<file path="config.mk">
export PLATFORM = sky130hd
export DESIGN_NAME = cci_i2c_config
export DESIGN_NICKNAME = d
export VERILOG_FILES = /design/src/rtl/cci_bus_wdog.v /design/src/rtl/cci_i2c_config.v
export VERILOG_INCLUDE_DIRS = /design/src /design/src/rtl
export SDC_FILE = /design/constraint.sdc
export NUM_CORES = 1
export LEC_CHECK = 0
export BUFFER_PORTS_ARGS = -buffer_cell sky130_fd_sc_hd__buf_2
export CORE_ASPECT_RATIO = 2
export CORE_MARGIN = 10
export CORE_UTILIZATION = 45
export CTS_CLUSTER_SIZE = 40
export DETAILED_ROUTE_END_ITERATION = 16
export PLACE_DENSITY_LB_ADDON = 0.1
export SYNTH_ARGS = -nofsm -noshare
export SYNTH_HDL_FRONTEND = slang
export SYNTH_SLANG_ARGS = --single-unit
</file>
<file path="constraint.sdc">
create_clock -name clk -period 3 [get_ports clk]
set_input_delay 0.3 -clock clk [delete_from_list [all_inputs] [get_ports clk]]
set_output_delay 0.3 -clock clk [all_outputs]
set_load 0.1 [all_outputs]
</file>
<file path="src/rtl/cci_defines.vh">
// Purpose: shared offsets, field positions, reset values and timing counts
// Assumes: 250 MHz system clock
// Notes:   definitions only
`ifndef CCI_DEFINES_VH
`define CCI_DEFINES_VH

// register offsets
`define CCI_OFS_CTRL_B       8'h06
`define CCI_OFS_RSER_ADDR    8'h07
`define CCI_OFS_TGT_ADDR_0   8'h08
`define CCI_OFS_TGT_ADDR_1   8'h09
`define CCI_OFS_ALIAS_0      8'h10
`define CCI_OFS_ALIAS_1      8'h11

// fields of ctrl_channel_i2c_ctrl_b
`define CCI_BIT_SEQ_ERR      7
`define CCI_BIT_SEQ_CLR      6
`define CCI_BIT_DLY_HI       4
`define CCI_BIT_DLY_LO       3
`define CCI_BIT_RW_BLOCK     2
`define CCI_BIT_WD_FAST      1
`define CCI_BIT_WD_DIS       0
`define CCI_CTRL_B_WMASK     8'h5f

// fields of the address registers
`define CCI_BIT_FREEZE       0
`define CCI_ADDR_HI          7
`define CCI_ADDR_LO          1

// reset values
`define CCI_RST_CTRL_B       8'h00
`define CCI_RST_RSER_ADDR    8'h18
`define CCI_RST_TGT_ADDR     8'h00
`define CCI_RST_ALIAS        8'h00

// timing
`define CCI_CLK_PS           4000
`define CCI_CLK_KHZ          250000
`define CCI_DLY_BASE_NS      250
`define CCI_DLY_STEP_NS      50
`define CCI_WD_FAST_MS       50
`define CCI_WD_SLOW_MS       1000
`define CCI_RECOV_HALF_NS    5000
`define CCI_RECOV_HALF_CYC   ((`CCI_RECOV_HALF_NS * 1000) / `CCI_CLK_PS)
`define CCI_RECOV_PULSES     9

`endif

</file>
<file path="src/rtl/cci_bus_wdog.v">
// Purpose: i2c bus watchdog, detects a free or hung bus and clocks it out
// Assumes: scl and sda pins are asynchronous to clk
// Notes:   scl is open drain; scl_oe high pulls the line low
`include "cci_defines.vh"

module cci_bus_wdog #(
    parameter FAST_CYC = 12500000,
    parameter SLOW_CYC = 250000000
) (
    // clock and reset
    input  wire        clk,
    input  wire        rst_n,
    // bus pins
    input  wire        scl_in,
    input  wire        sda_in,
    output reg         scl_out,
    output reg         scl_oe,
    // control
    input  wire        wd_enable,
    input  wire        wd_fast,
    // status
    output reg         bus_free,
    output reg         recovering
);

    localparam [1:0] ST_IDLE = 2'b00;
    localparam [1:0] ST_LOW  = 2'b01;
    localparam [1:0] ST_HIGH = 2'b10;
    // integer forms first, then cut to the counter widths on purpose
    localparam integer FAST_I = FAST_CYC - 1;
    localparam integer SLOW_I = SLOW_CYC - 1;
    localparam integer HALF_I = `CCI_RECOV_HALF_CYC - 1;
    localparam integer LAST_I = `CCI_RECOV_PULSES - 1;
    localparam [27:0] FAST_LIM   = FAST_I[27:0];
    localparam [27:0] SLOW_LIM   = SLOW_I[27:0];
    localparam [11:0] HALF_LIM   = HALF_I[11:0];
    localparam [3:0]  LAST_PULSE = LAST_I[3:0];

    reg        scl_s1;
    reg        scl_s2;
    reg        scl_s3;
    reg        sda_s1;
    reg        sda_s2;
    reg        sda_s3;
    reg [1:0]  state;
    reg [27:0] idle_cnt;
    reg [11:0] half_cnt;
    reg [3:0]  pulse_cnt;
    wire       activity;
    wire [27:0] limit;

    assign activity = (scl_s2 != scl_s3) | (sda_s2 != sda_s3);
    assign limit    = wd_fast ? FAST_LIM : SLOW_LIM;

    always @(posedge clk) begin
        if (!rst_n) begin
            scl_s1 <= 1'b1;
            scl_s2 <= 1'b1;
            scl_s3 <= 1'b1;
            sda_s1 <= 1'b1;
            sda_s2 <= 1'b1;
            sda_s3 <= 1'b1;
        end else begin
            scl_s1 <= scl_in;
            scl_s2 <= scl_s1;
            scl_s3 <= scl_s2;
            sda_s1 <= sda_in;
            sda_s2 <= sda_s1;
            sda_s3 <= sda_s2;
        end
    end

    always @(posedge clk) begin
        if (!rst_n) begin
            state      <= ST_IDLE;
            idle_cnt   <= 28'h0000000;
            half_cnt   <= 12'h000;
            pulse_cnt  <= 4'h0;
            scl_out    <= 1'b0;
            scl_oe     <= 1'b0;
            bus_free   <= 1'b0;
            recovering <= 1'b0;
        end else begin
            bus_free <= 1'b0;
            if (!wd_enable) begin
                // disabling mid-recovery releases scl at once
                state      <= ST_IDLE;
                idle_cnt   <= 28'h0000000;
                scl_oe     <= 1'b0;
                recovering <= 1'b0;
            end else begin
                case (state)
                    ST_IDLE: begin
                        if (activity) begin
                            idle_cnt <= 28'h0000000;
                        end else if (idle_cnt >= limit) begin
                            idle_cnt <= 28'h0000000;
                            if (sda_s2) begin
                                bus_free <= 1'b1;
                            end else begin
                                state      <= ST_LOW;
                                scl_oe     <= 1'b1;
                                half_cnt   <= 12'h000;
                                pulse_cnt  <= 4'h0;
                                recovering <= 1'b1;
                            end
                        end else begin
                            idle_cnt <= idle_cnt + 28'h0000001;
                        end
                    end
                    ST_LOW: begin
                        if (half_cnt == HALF_LIM) begin
                            half_cnt <= 12'h000;
                            scl_oe   <= 1'b0;
                            state    <= ST_HIGH;
                        end else begin
                            half_cnt <= half_cnt + 12'h001;
                        end
                    end
                    ST_HIGH: begin
                        if (half_cnt == HALF_LIM) begin
                            half_cnt <= 12'h000;
                            if (pulse_cnt == LAST_PULSE) begin
                                state      <= ST_IDLE;
                                idle_cnt   <= 28'h0000000;
                                recovering <= 1'b0;
                            end else begin
                                pulse_cnt <= pulse_cnt + 4'h1;
                                scl_oe    <= 1'b1;
                                state     <= ST_LOW;
                            end
                        end else begin
                            half_cnt <= half_cnt + 12'h001;
                        end
                    end
                    default: begin
                        state  <= ST_IDLE;
                        scl_oe <= 1'b0;
                    end
                endcase
            end
        end
    end

endmodule // cci_bus_wdog

</file>
<file path="src/rtl/cci_i2c_config.v">
// Purpose: control channel i2c configuration, status, alias remap, watchdog
// Assumes: register port driven by the serial control bus engine on clk
// Notes:   forward channel inputs are already on clk
//
// Summary of operation
// - forward channel sequence fault sets read-only flag in control bit 7
// - bit 6 held at one clears the flag and blocks new captures
// - bits 4:3 pick scl-to-sda delay 250, 300, 350 or 400 ns
// - bit 2 set rejects remote writes to local registers only
// - bit 1 selects watchdog timeout, one 50 ms, zero 1 s
// - bit 0 set disables the i2c bus watchdog
// - sda high and idle for the timeout marks the bus free
// - sda low and idle for the timeout drives nine scl clocks
// - remote serializer address in bits 7:1, reset 0x18, zero disables
// - forward channel auto-loads serializer address unless frozen
// - freeze bit set stops auto-load and keeps written address
// - target slot 0 at 0x08 replaces alias 0 matches, reset 0x00
// - target slot 1 at 0x09 replaces alias 1 matches, reset 0x00
// - alias slots hold 7-bit match address, zero disables the slot
`include "cci_defines.vh"

module cci_i2c_config #(
    parameter WD_FAST_CYC = `CCI_WD_FAST_MS * `CCI_CLK_KHZ,
    parameter WD_SLOW_CYC = `CCI_WD_SLOW_MS * `CCI_CLK_KHZ
) (
    // clock and reset
    input  wire        clk,
    input  wire        rst_n,
    // register port from the serial control bus engine
    input  wire        reg_wr_en,
    input  wire        reg_rd_en,
    input  wire        reg_remote,
    input  wire [7:0]  reg_addr,
    input  wire [7:0]  reg_wdata,
    output reg  [7:0]  reg_rdata,
    output reg         reg_rd_valid,
    output reg         reg_wr_refused,
    // forward control channel
    input  wire        fc_seq_err,
    input  wire        fc_addr_valid,
    input  wire [6:0]  fc_addr,
    // incoming transaction address for remap
    input  wire        xact_valid,
    input  wire [6:0]  xact_addr,
    output reg         fwd_valid,
    output reg  [6:0]  fwd_addr,
    output reg         fwd_to_ser,
    output reg         fwd_to_target,
    output reg         fwd_local,
    // sda output timing
    output reg  [7:0]  sda_delay_cyc,
    // bus pins
    input  wire        scl_in,
    input  wire        sda_in,
    output wire        scl_out,
    output wire        scl_oe,
    // watchdog status
    output wire        bus_free,
    output wire        bus_recovering
);

    reg        seq_err;
    reg        seq_clr;
    reg [1:0]  dly_sel;
    reg        rw_block;
    reg        wd_fast;
    reg        wd_dis;
    reg [6:0]  rser_addr;
    reg        freeze;
    reg [6:0]  tgt_addr_0;
    reg [6:0]  tgt_addr_1;
    reg [6:0]  alias_0;
    reg [6:0]  alias_1;
    reg [7:0]  next_rdata;
    wire       wr_ok;
    wire       hit_ser;
    wire       hit_a0;
    wire       hit_a1;

    // ns to cycles, rounded up so the delay is never short
    function [7:0] dly_cycles;
        input [1:0] code;
        integer     ns;
        integer     cyc;
        begin
            ns  = `CCI_DLY_BASE_NS + `CCI_DLY_STEP_NS * code;
            cyc = (ns * 1000 + `CCI_CLK_PS - 1) / `CCI_CLK_PS;
            dly_cycles = cyc[7:0];
        end
    endfunction

    // zero in a match field disables it
    function match7;
        input [6:0] slot;
        input [6:0] addr;
        begin
            match7 = (slot != 7'h00) && (slot == addr);
        end
    endfunction

    // remote writes reach the registers here only while rw_block is clear
    assign wr_ok = reg_wr_en & ~(reg_remote & rw_block);

    // register writes and hardware updates
    always @(posedge clk) begin
        if (!rst_n) begin
            seq_err        <= 1'b0;
            seq_clr        <= 1'b0;
            dly_sel        <= 2'b00;
            rw_block       <= 1'b0;
            wd_fast        <= 1'b0;
            wd_dis         <= 1'b0;
            rser_addr      <= 7'h0c;
            freeze         <= 1'b0;
            tgt_addr_0     <= 7'h00;
            tgt_addr_1     <= 7'h00;
            alias_0        <= 7'h00;
            alias_1        <= 7'h00;
            reg_wr_refused <= 1'b0;
        end else begin
            reg_wr_refused <= reg_wr_en & reg_remote & rw_block;
            // clear is a level: while held, faults are not captured
            if (seq_clr) begin
                seq_err <= 1'b0;
            end else if (fc_seq_err) begin
                seq_err <= 1'b1;
            end
            // software write outranks a same-cycle auto-load
            if (fc_addr_valid && !freeze &&
                !(wr_ok && reg_addr == `CCI_OFS_RSER_ADDR)) begin
                rser_addr <= fc_addr;
            end
            if (wr_ok) begin
                case (reg_addr)
                    `CCI_OFS_CTRL_B: begin
                        seq_clr  <= reg_wdata[`CCI_BIT_SEQ_CLR];
                        dly_sel  <= reg_wdata[`CCI_BIT_DLY_HI:`CCI_BIT_DLY_LO];
                        rw_block <= reg_wdata[`CCI_BIT_RW_BLOCK];
                        wd_fast  <= reg_wdata[`CCI_BIT_WD_FAST];
                        wd_dis   <= reg_wdata[`CCI_BIT_WD_DIS];
                    end
                    `CCI_OFS_RSER_ADDR: begin
                        rser_addr <= reg_wdata[`CCI_ADDR_HI:`CCI_ADDR_LO];
                        freeze    <= reg_wdata[`CCI_BIT_FREEZE];
                    end
                    `CCI_OFS_TGT_ADDR_0: begin
                        tgt_addr_0 <= reg_wdata[`CCI_ADDR_HI:`CCI_ADDR_LO];
                    end
                    `CCI_OFS_TGT_ADDR_1: begin
                        tgt_addr_1 <= reg_wdata[`CCI_ADDR_HI:`CCI_ADDR_LO];
                    end
                    `CCI_OFS_ALIAS_0: begin
                        alias_0 <= reg_wdata[`CCI_ADDR_HI:`CCI_ADDR_LO];
                    end
                    `CCI_OFS_ALIAS_1: begin
                        alias_1 <= reg_wdata[`CCI_ADDR_HI:`CCI_ADDR_LO];
                    end
                    default: begin
                    end
                endcase
            end
        end
    end

    // read mux; unmapped offsets read zero
    always @* begin
        next_rdata = 8'h00;
        case (reg_addr)
            `CCI_OFS_CTRL_B: begin
                next_rdata = {seq_err, seq_clr, 1'b0, dly_sel,
                              rw_block, wd_fast, wd_dis};
            end
            `CCI_OFS_RSER_ADDR: begin
                next_rdata = {rser_addr, freeze};
            end
            `CCI_OFS_TGT_ADDR_0: begin
                next_rdata = {tgt_addr_0, 1'b0};
            end
            `CCI_OFS_TGT_ADDR_1: begin
                next_rdata = {tgt_addr_1, 1'b0};
            end
            `CCI_OFS_ALIAS_0: begin
                next_rdata = {alias_0, 1'b0};
            end
            `CCI_OFS_ALIAS_1: begin
                next_rdata = {alias_1, 1'b0};
            end
            default: begin
                next_rdata = 8'h00;
            end
        endcase
    end

    always @(posedge clk) begin
        if (!rst_n) begin
            reg_rdata     <= 8'h00;
            reg_rd_valid  <= 1'b0;
            sda_delay_cyc <= 8'h00;
        end else begin
            reg_rd_valid  <= reg_rd_en;
            if (reg_rd_en) begin
                reg_rdata <= next_rdata;
            end
            sda_delay_cyc <= dly_cycles(dly_sel);
        end
    end

    // address decode and remap of incoming transactions
    assign hit_ser = match7(rser_addr, xact_addr);
    assign hit_a0  = match7(alias_0, xact_addr);
    assign hit_a1  = match7(alias_1, xact_addr);

    always @(posedge clk) begin
        if (!rst_n) begin
            fwd_valid     <= 1'b0;
            fwd_addr      <= 7'h00;
            fwd_to_ser    <= 1'b0;
            fwd_to_target <= 1'b0;
            fwd_local     <= 1'b0;
        end else begin
            fwd_valid <= xact_valid;
            if (xact_valid) begin
                fwd_to_ser    <= hit_ser;
                fwd_to_target <= ~hit_ser & (hit_a0 | hit_a1);
                fwd_local     <= ~hit_ser & ~hit_a0 & ~hit_a1;
                if (hit_ser) begin
                    fwd_addr <= xact_addr;
                end else if (hit_a0) begin
                    fwd_addr <= tgt_addr_0;
                end else if (hit_a1) begin
                    fwd_addr <= tgt_addr_1;
                end else begin
                    fwd_addr <= xact_addr;
                end
            end
        end
    end

    cci_bus_wdog #(
        .FAST_CYC (WD_FAST_CYC),
        .SLOW_CYC (WD_SLOW_CYC)
    ) u_wdog (
        .clk        (clk),
        .rst_n      (rst_n),
        .scl_in     (scl_in),
        .sda_in     (sda_in),
        .scl_out    (scl_out),
        .scl_oe     (scl_oe),
        .wd_enable  (~wd_dis),
        .wd_fast    (wd_fast),
        .bus_free   (bus_free),
        .recovering (bus_recovering)
    );

endmodule // cci_i2c_config

</file>
== Word-level counts from Yosys, hierarchy flattened ==
Index checks and enable logic that the tools add are counted.

* Bits in registers: 127
* Logic and storage cells: 155

* Reduce and logical (&&, ||, !) cells: 30
* Div/mod/pow operators: 1
* Multiplexer cells: 42
* Bitwise logic cells: 17
* Multipliers: 2
* $add $sub $neg: 6
* Equality and inequality tests: 22
* $lt $le $gt $ge: 1

{| class="wikitable"
|+ Operators by type and width
! kind !! number
|-
| $mux W28 || 5
|-
| $pmux W28 S2 || 1
|-
| $mux W12 || 4
|-
| $pmux W8 S6 || 1
|-
| $mux W7 || 6
|-
| $div A32 B13 Y32 const B || 1
|-
| $add A28 B1 Y28 const B || 1
|-
| $ge A28 B28 Y1 || 1
|-
| $pmux W12 S2 || 1
|-
| $eq A7 B7 Y1 || 3
|-
| $reduce_bool A7 Y1 || 3
|-
| $sub A20 B1 Y21 const B || 1
|-
| $add A19 B12 Y20 const B || 1
|-
| $mux W4 || 5
|-
| $eq A8 B3 Y1 const B || 2
|-
| $eq A8 B4 Y1 const B || 2
|-
| $eq A8 B5 Y1 const B || 2
|-
| $mul A9 B7 Y16 const B || 1
|-
| $add A12 B1 Y12 const B || 1
|-
| $eq A12 B11 Y1 const B || 1
|-
| $reduce_and A2 Y1 || 6
|-
| $reduce_and A6 Y1 || 2
|-
| $mux W1 || 10
|-
| $mux W2 || 5
|-
| 25 further kinds || 55
|}

== Depth between registers and ports, before layout ==
Gate-level depths: netlist (run 1).

* Depth in word-level cells: 9
* Gate-level depth with buffers: 14
* Depth with buffers taken out: 13

== By module ==
From an unflattened synthesis (run 1), not the netlist that was laid out.

* Cell total of the unflattened synthesis: 803
* Area total of the unflattened synthesis: 6915.4 µm²

{| class="wikitable"
|+ Modules (own cells, without submodules)
! module !! instances !! cells each !! area an instance (µm²)
|-
| cci_i2c_config || 1 || 453 || 3958.8
|-
| cci_bus_wdog || 1 || 350 || 2956.6
|}

== Least setup slack after synthesis (run 1) ==
Ideal clock, no wire load.

* Path kind: register to register
* From: reg dly_sel[0]
* To: reg sda_delay_cyc[0]
* Stages on the path, launching flop included: 13
* Path slack: 0.302 ns
* Data required time: 2.886 ns
* Setup time: 0.114 ns
* Arrival: 2.585 ns
* Buffers on the path: 0
* Period minus slack after synthesis: 2.698 ns
* Cell sequence: dfxtp_1 -> inv_1 -> ha_1 -> ha_1 -> nor2_1 -> ha_1 -> a21o_1 -> a21o_1 -> a21oi_1 -> xnor2_1 -> nor3_1 -> o311a_1 -> a21o_1

* Cells in the longest elaborated chain, start to end: 6

{| class="wikitable"
|+ Ends and longest elaborated chain
! item !! RTL line !! source
|-
| start, declared || cci_i2c_config.v:64 || <nowiki>reg [1:0] dly_sel;</nowiki>
|-
| start signal, assigned || cci_i2c_config.v:137 || <nowiki>dly_sel <= reg_wdata[`CCI_BIT_DLY_HI:`CCI_BIT_DLY_LO];</nowiki>
|-
| $mul A5 B2 Y7 (no source line) || -- ||
|-
| $add A8 B8 Y9 (no source line) || -- ||
|-
| $mul A9 B7 Y16 || cci_i2c_config.v:87 || <nowiki>cyc = (ns * 1000 + `CCI_CLK_PS - 1) / `CCI_CLK_PS;</nowiki>
|-
| $add A19 B12 Y20 (no source line) || -- ||
|-
| $sub A20 B1 Y21 || cci_i2c_config.v:87 ||
|-
| $div A32 B13 Y32 (no source line) || -- ||
|-
| end signal, assigned || cci_i2c_config.v:204 || <nowiki>sda_delay_cyc <= dly_cycles(dly_sel);</nowiki>
|-
| end, declared || cci_i2c_config.v:51 || <nowiki>output reg [7:0] sda_delay_cyc,</nowiki>
|}

Every way passes these cells.
A chain may end at the register's enable or synchronous reset.

== Final worst setup path (run 1) ==
Same ends and word-level chain as after synthesis.

==> results of run 1 <==
path summary, 6_finish.rpt:
path                            to  slack (ps)     startpoint  cells after the start
setup / recovery  sda_delay_cyc[0]         210     dly_sel[0]                     13
hold / removal        rser_addr[2]          90     fc_addr[2]                      3
setup reg to reg  sda_delay_cyc[0]         210     dly_sel[0]                     13
hold reg to reg      u_wdog.sda_s2         410  u_wdog.sda_s1                      1
layout make-up:
type | count | area [um^2]
fillers | 1491 | 6970
inverters | 23 | 86.3
flip-flops and latches | 126 | 2530
clock inverters | 11 | 214
multi-input cells | 661 | 4310
clock buffers | 20 | 447
well taps | 198 | 248
repair buffers | 100 | 573
through the flow:
stage	util	power, mW	setup slack, ps
6_report	0.546	4.67	214
5_1_grt	0.546	4.82	3.82
4_1_cts	0.545	4.69	57.6
3_5_place_dp	0.502	2.35	80.4
3_3_place_gp	0.502	2.34	144
2_1_floorplan	-	2.18	302
worst min-delay path, stage by stage:
cell and delay [ps]:
buf_2 70, nand2_1 40, nand4_1 70
power by group through the flow:
| stage | Sequential, mW | Combinational, mW | Clock (mW) |
|---|---|---|---|
| 6_report | 1.77 | 0.552 | 2.34 |
| 5_1_grt | 1.77 | 0.593 | 2.46 |
| 4_1_cts | 1.77 | 0.549 | 2.37 |
| 3_5_place_dp | 1.81 | 0.547 | 0 |
| 3_3_place_gp | 1.80 | 0.541 | 0 |
| 2_1_floorplan | 1.93 | 0.254 | 0 |
Yosys cell counts (4+ instances only):
cell type,n
nand4b_1,6
nand3b_1,7
nor2_1,66
a31oi_1,14
o311ai_0,4
a22oi_1,8
o31ai_1,5
nor3_1,11
or3_1,8
nor4_1,12
ha_1,38
nand4_1,9
and3_1,15
buf_1,4
a311oi_1,4
or4_1,4
xnor2_1,17
or2_2,6
nand2b_1,14
mux2_2,15
and2_1,5
a21oi_1,75
nand2_1,94
xor2_1,8
a221oi_1,5
mux2i_1,28
nor2b_1,4
a211oi_1,9
buf_2,4
dfxtp_1,126
o22ai_1,5
clkbuf_1,31
o21ai_0,39
a21o_1,11
nand3_1,56
and4_1,5
inv_1,22
a211o_1,4
repair_timing:
item                                    CTS  global route
buffers inserted                          0             0
endpoints found under the setup margin    0             7
resized for setup                         0             7
cells in the final DEF, fill, tap and decap left out, drive strengths merged, types with 17 or more instances in the layout:
master | Yosys | layout
a21oi | 75 | 75
buf | 12 | 100
clkbuf | 31 | 20
dfxtp | 126 | 126
ha | 38 | 38
inv | 23 | 23
mux2i | 28 | 28
nand2 | 94 | 94
nand3 | 57 | 57
nor2 | 67 | 67
o21ai | 41 | 41
xnor2 | 17 | 17
kinds of logic (layout without fill, tap and decap cells):
kind of cell,Yosys count,in the layout,share of synthesized area
mux,44,44,0.0650
xor+xnor,25,25,0.0309
other cells,1,1,0.000529
simple gates,336,336,0.244
compound gates,217,217,0.198
buf+inv,66,154,0.0383
flops,126,126,0.356
fa+ha+maj,38,38,0.0671
routing by layer:
| layer | global-route usage | vias to the layer above | wire, um |
|---|---|---|---|
| met5 | 0 | - | 0 |
| met4 | 0.147 | 0 | 1460 |
| met3 | 0.0382 | 78 | 990 |
| met2 | 0.408 | 243 | 12500 |
| met1 | 0.203 | 3270 | 7820 |
| li1 | - | 3268 | - |
==> impl_metrics.env, run 1 <==
export IMPL_min_period_over_period=0.929
export IMPL_setup_tns_ps=0
export IMPL_synth_top_area_share=0.356
export IMPL_buffer_ports_inserted=71
export IMPL_largest_register_ff_count=28
export IMPL_die_width_um=109
export IMPL_largest_net_degree_at_the_start_of_global_routing=32
export IMPL_finalWirelength_um=22800
export IMPL_critical_path_max_stage_delay_ps=370
export IMPL_ys_dominant_reg_cell="dfxtp_1"
export IMPL_count_of_buffering_cells_on_the_critical_path_with_inverters_included=2
export IMPL_fin_hold_ws_ps=87.1
export IMPL_dp_hpwl_um=17700
export IMPL_post_layout_nonfiller_instances=1139
export IMPL_postPlaceCellArea_um2=7720
export IMPL_first_pass_grt_wire_length_um=36600
export IMPL_min_delay_path_class="in2reg"
export IMPL_drv_max_cap_violation_count=0
export IMPL_tritoncts_clock_tree="yes"
export IMPL_biggestRegsByFlops="u_wdog.idle_cnt (28), u_wdog.half_cnt (12), reg_rdata (8)"
export IMPL_seq_power_share=0.379
export IMPL_power_share_combinational=0.118
export IMPL_max_vdd_ir_drop_mv=0.581
export IMPL_clock_insertion_delay_at_the_later_pin_of_the_skew_report_ps=420
export IMPL_rsz0062_at_grt="false"
export IMPL_fp_coreArea_um2=15400
export IMPL_drt_vias_per_instance=6.02
export IMPL_regMostFlops="u_wdog.idle_cnt"
export IMPL_yosys_warns=0
export IMPL_grt_overflow_total=0
export IMPL_netlist_top_cell_by_area="dfxtp_1"
export IMPL_cp_dominant_cell_by_count="a21o_1"
export IMPL_timing_fmax_mhz=359
export IMPL_timing_max_transition_violations_final=0
export IMPL_ys_types=76
export IMPL_synth_edff_count=0
export IMPL_timing_setup_critical_path_class="reg2reg"
export IMPL_timing_max_slew_rel_slack=0.549
export IMPL_drt_iter0_markers=334
export IMPL_p_sw_mw=1.21
export IMPL_timing_worst_slew_pin_value_ps=673
export IMPL_cts_buffers=17
export IMPL_drt_drc_violations_left=0
export IMPL_postSynthNetCount=931
export IMPL_die_height_um=197
export IMPL_clkSlewWorstSetupHoldPaths_ps=60
export IMPL_track_usage=0.217
export IMPL_required_ps=3320
export IMPL_dpl_cell_count=1108
export IMPL_initial_core_util=0.461
export IMPL_antenna_left=0
export IMPL_sequential_area_share_after_synthesis=0.356
export IMPL_first_pass_iters=7
export IMPL_core_rowCount=64
export IMPL_htree_num_levels=4
export IMPL_switching_share=0.260
export IMPL_critical_path_top_delay_family="compound AO/OA/AOI/OAI gates"
export IMPL_worstPathMaxFanout=7
export IMPL_async_flop_share=0
export IMPL_clock_sinks=126
export IMPL_die_area_um2=21500
export IMPL_report_final_hold_viol_count=0
export IMPL_crit_arrival_ps=3100
export IMPL_drt_wirelength_per_cell_um=20.0
export IMPL_synthesis_stage_register_bit_count=126
export IMPL_pin_count=73
export IMPL_stdcell_area_um2=8400
export IMPL_p_leak_nw=3.26
export IMPL_top_area_cells_in_the_synthesized_netlist="dfxtp_1, ha_1, a21oi_1, nand2_1, mux2i_1"
export IMPL_period_minus_slack_ps=2790
export IMPL_cell_internal_pwr_mw=3.45
export IMPL_cp_end_kind="flip-flop"
export IMPL_startpoint_type="flip-flop"
export IMPL_status="complete, no violations"
export IMPL_root_buffer="clkbuf_16"
export IMPL_clock_power_share=0.503
export IMPL_path_cells="inv_1, ha_2, inv_1, ha_1, nor2_1, ha_1, a21o_1, a21o_1, a21oi_1, xnor2_1, nor3_1, o311a_1, a21o_1"
export IMPL_antenna_found_initial=0
export IMPL_clock_path_buffers=2
export IMPL_finish_net_count=1007
export IMPL_report_final_setup_viol=0
export IMPL_mappedNetlistArea_um2=7080
export IMPL_netlist_instances=853
export IMPL_crit_path_top_delay_cell="dfxtp_4"
export IMPL_layout_cell_share_with_drive_strength_beyond_1=0.181
export IMPL_synthToLayoutAreaGrowth_pct=18.6
export IMPL_antenna_cells_inserted=0
export IMPL_power_per_cell_area_nw_per_um2=555
export IMPL_synth_avg_cell_area_um2=8.31
export IMPL_cts_hold_fix_bufs=0
export IMPL_place_congestion=0.968
export IMPL_clock_skew_final_ps=8.46
export IMPL_grt_pass1_vias=6982
export IMPL_detailroute_via_count=6859
No activity file was read; power rests on OpenSTA's default activity.
==> inputs of run 2 (changes only) <==
--- a/config.mk
+++ b/config.mk
@@ -6,13 +6,15 @@
 export SDC_FILE = /design/constraint.sdc
 export NUM_CORES = 1
 export LEC_CHECK = 0
-export BUFFER_PORTS_ARGS = -buffer_cell sky130_fd_sc_hd__buf_2
+export BUFFER_PORTS_ARGS = -buffer_cell sky130_fd_sc_hd__clkbuf_2
 export CORE_ASPECT_RATIO = 2
 export CORE_MARGIN = 10
 export CORE_UTILIZATION = 45
 export CTS_CLUSTER_SIZE = 40
 export DETAILED_ROUTE_END_ITERATION = 16
+export MAX_ROUTING_LAYER = met4
 export PLACE_DENSITY_LB_ADDON = 0.1
+export REMOVE_ABC_BUFFERS = 1
 export SYNTH_ARGS = -nofsm -noshare
 export SYNTH_HDL_FRONTEND = slang
 export SYNTH_SLANG_ARGS = --single-unit
==> run 2 against run 1 <==
  * Global-route usage about the same
  * Design area down 1.1%
  * Largest cell class unchanged
  * Via count down 0.44%
  * Clock power decreased by 8%
  * Setup slack lost 15 ps
==> impl_metrics.env, run 2 (synthesized netlist as in run 1, its figures left out) <==
export IMPL_place_congestion=0.969
export IMPL_root_buffer="clkbuf_16"
export IMPL_min_delay_path_class="in2reg"
export IMPL_critical_path_top_delay_family="compound AO/OA/AOI/OAI gates"
export IMPL_final_fill_count=1477
export IMPL_regArea_um2=2520
export IMPL_drt_iter0_markers=269
export IMPL_pin_count=73
export IMPL_dp_hpwl_um=17200
export IMPL_largest_register_ff_count=28
export IMPL_max_vdd_ir_drop_mv=0.393
export IMPL_startpoint_type="flip-flop"
export IMPL_die_width_um=109
export IMPL_regMostFlops="u_wdog.idle_cnt"
export IMPL_post_layout_nonfiller_instances=1134
export IMPL_clock_insertion_delay_at_the_later_pin_of_the_skew_report_ps=430
export IMPL_layout_cell_share_with_drive_strength_beyond_1=0.177
export IMPL_min_period_over_period=0.934
export IMPL_timing_max_slew_rel_slack=0.497
export IMPL_period_minus_slack_ps=2800
export IMPL_crit_path_top_delay_cell="dfxtp_2"
export IMPL_antenna_cells_inserted=0
export IMPL_biggestRegsByFlops="u_wdog.idle_cnt (28), u_wdog.half_cnt (12), reg_rdata (8)"
export IMPL_cts_buffers=17
export IMPL_die_area_um2=21500
export IMPL_clock_skew_final_ps=11.6
export IMPL_stdcell_area_um2=8300
export IMPL_drt_wirelength_per_cell_um=19.9
export IMPL_mostFrequentLayoutCell="dfxtp_1"
export IMPL_final_cell_mix="dfxtp_1, nand2_1, a21oi_1, clkbuf_2, nor2_1"
export IMPL_die_height_um=197
export IMPL_status="complete, no violations"
export IMPL_worstPathMaxFanout=7
export IMPL_grt_pass1_vias=6942
export IMPL_tritoncts_clock_tree="yes"
export IMPL_total_power_mw=4.47
export IMPL_required_ps=3310
export IMPL_synthToLayoutAreaGrowth_pct=17.2
export IMPL_crit_arrival_ps=3110
export IMPL_r2r_slack_ps=200
export IMPL_drv_max_cap_violation_count=0
export IMPL_drt_vias_per_instance=6.02
export IMPL_first_pass_grt_wire_length_um=35600
export IMPL_timing_setup_critical_path_class="reg2reg"
export IMPL_antenna_left=0
export IMPL_timing_worst_slew_pin_value_ps=735
export IMPL_cts_setup_buffers=0
export IMPL_htree_num_levels=4
export IMPL_report_final_hold_viol_count=0
export IMPL_initial_core_util=0.461
export IMPL_clock_path_buffers=2
export IMPL_timing_fmax_mhz=357
export IMPL_cp_end_kind="flip-flop"
export IMPL_path_cells="inv_1, ha_1, inv_1, ha_1, nor2_1, ha_1, a21o_1, a21o_1, a21oi_1, xnor2_1, nor3_1, o311a_1, a21o_1"
export IMPL_dpl_cell_count=1102
export IMPL_p_leak_nw=3.20
export IMPL_clkSlewWorstSetupHoldPaths_ps=60
export IMPL_track_usage=0.217
export IMPL_timing_max_transition_violations_final=0
export IMPL_finalWirelength_um=22500
export IMPL_multiInputGateArea_um2=4300
export IMPL_power_per_cell_area_nw_per_um2=538
export IMPL_critical_path_max_stage_delay_ps=390
export IMPL_first_pass_iters=5
export IMPL_clock_sinks=126
export IMPL_postPlaceCellArea_um2=7680
export IMPL_rsz0062_at_grt="false"
export IMPL_fp_coreArea_um2=15400
export IMPL_antenna_found_initial=0
export IMPL_largest_net_degree_at_the_start_of_global_routing=47
export IMPL_drt_drc_violations_left=0
export IMPL_buffer_ports_inserted=71
export IMPL_setup_tns_ps=0
export IMPL_count_of_buffering_cells_on_the_critical_path_with_inverters_included=2
export IMPL_detailroute_via_count=6829
export IMPL_finish_net_count=1001
export IMPL_core_rowCount=64
export IMPL_grt_overflow_total=0
export IMPL_report_final_setup_viol=0
==> run 2: layer usage <==
metal / global-route usage / vias up / wire length (um)
met3: 0.0314 / 78 / 854
met5: - / - / 0
met4: 0.132 / 0 / 1230
met2: 0.398 / 230 / 12400
li1: - / 3261 / -
met1: 0.206 / 3260 / 8090
==> run 2: final cells by class <==
cell class | count | share of cell area
multi-input cells | 661 | 0.518
flip-flops and latches | 126 | 0.304
repair buffers | 94 | 0.0636
clock buffers | 19 | 0.0545
well taps | 198 | 0.0298
clock inverters | 13 | 0.0197
inverters | 23 | 0.0104
==> run 2: worst register-to-register path: cells and delay by family, from the launching register on <==
| family | cells | cell delay [ps] |
|---|---|---|
| xor+xnor | 1 | 160 |
| compound gates | 5 | 1030 |
| simple gates | 2 | 200 |
| flops | 1 | 390 |
| fa+ha+maj | 3 | 700 |
| buf+inv | 2 | 210 |
==> run 2: final timing paths <==
path                 start          endpoint  cells past startpoint
max             dly_sel[0]  sda_delay_cyc[0]                     13
min                 scl_in     u_wdog.scl_s1                      2
max reg2reg     dly_sel[0]  sda_delay_cyc[0]                     13
min reg2reg  u_wdog.sda_s1     u_wdog.sda_s2                      1
==> run 2: power breakdown <==
group / total (mW) / switching [mW] / internal [mW]
clock: 2.15 / 0.804 / 1.35
combinational: 0.548 / 0.396 / 0.152
sequential: 1.77 / 0.0451 / 1.72
==> run 2: metrics by stage <==
step / hold slack, ps / setup slack [ps] / utilization
after floorplan: 373 / 209 / -
after global placement: 389 / 139 / 0.499
after detailed placement: 397 / 78.4 / 0.499
after CTS: 77.9 / 66.8 / 0.540
after global routing: 104 / 22.4 / 0.540
final: 83.0 / 198 / 0.540
==> run 2: timing repair <==
action                                  in CTS  in global routing
hold buffers                                 0                  0
endpoints found under the setup margin       0                  6
endpoints found under the hold margin        0                  0
resized for setup                            0                  5
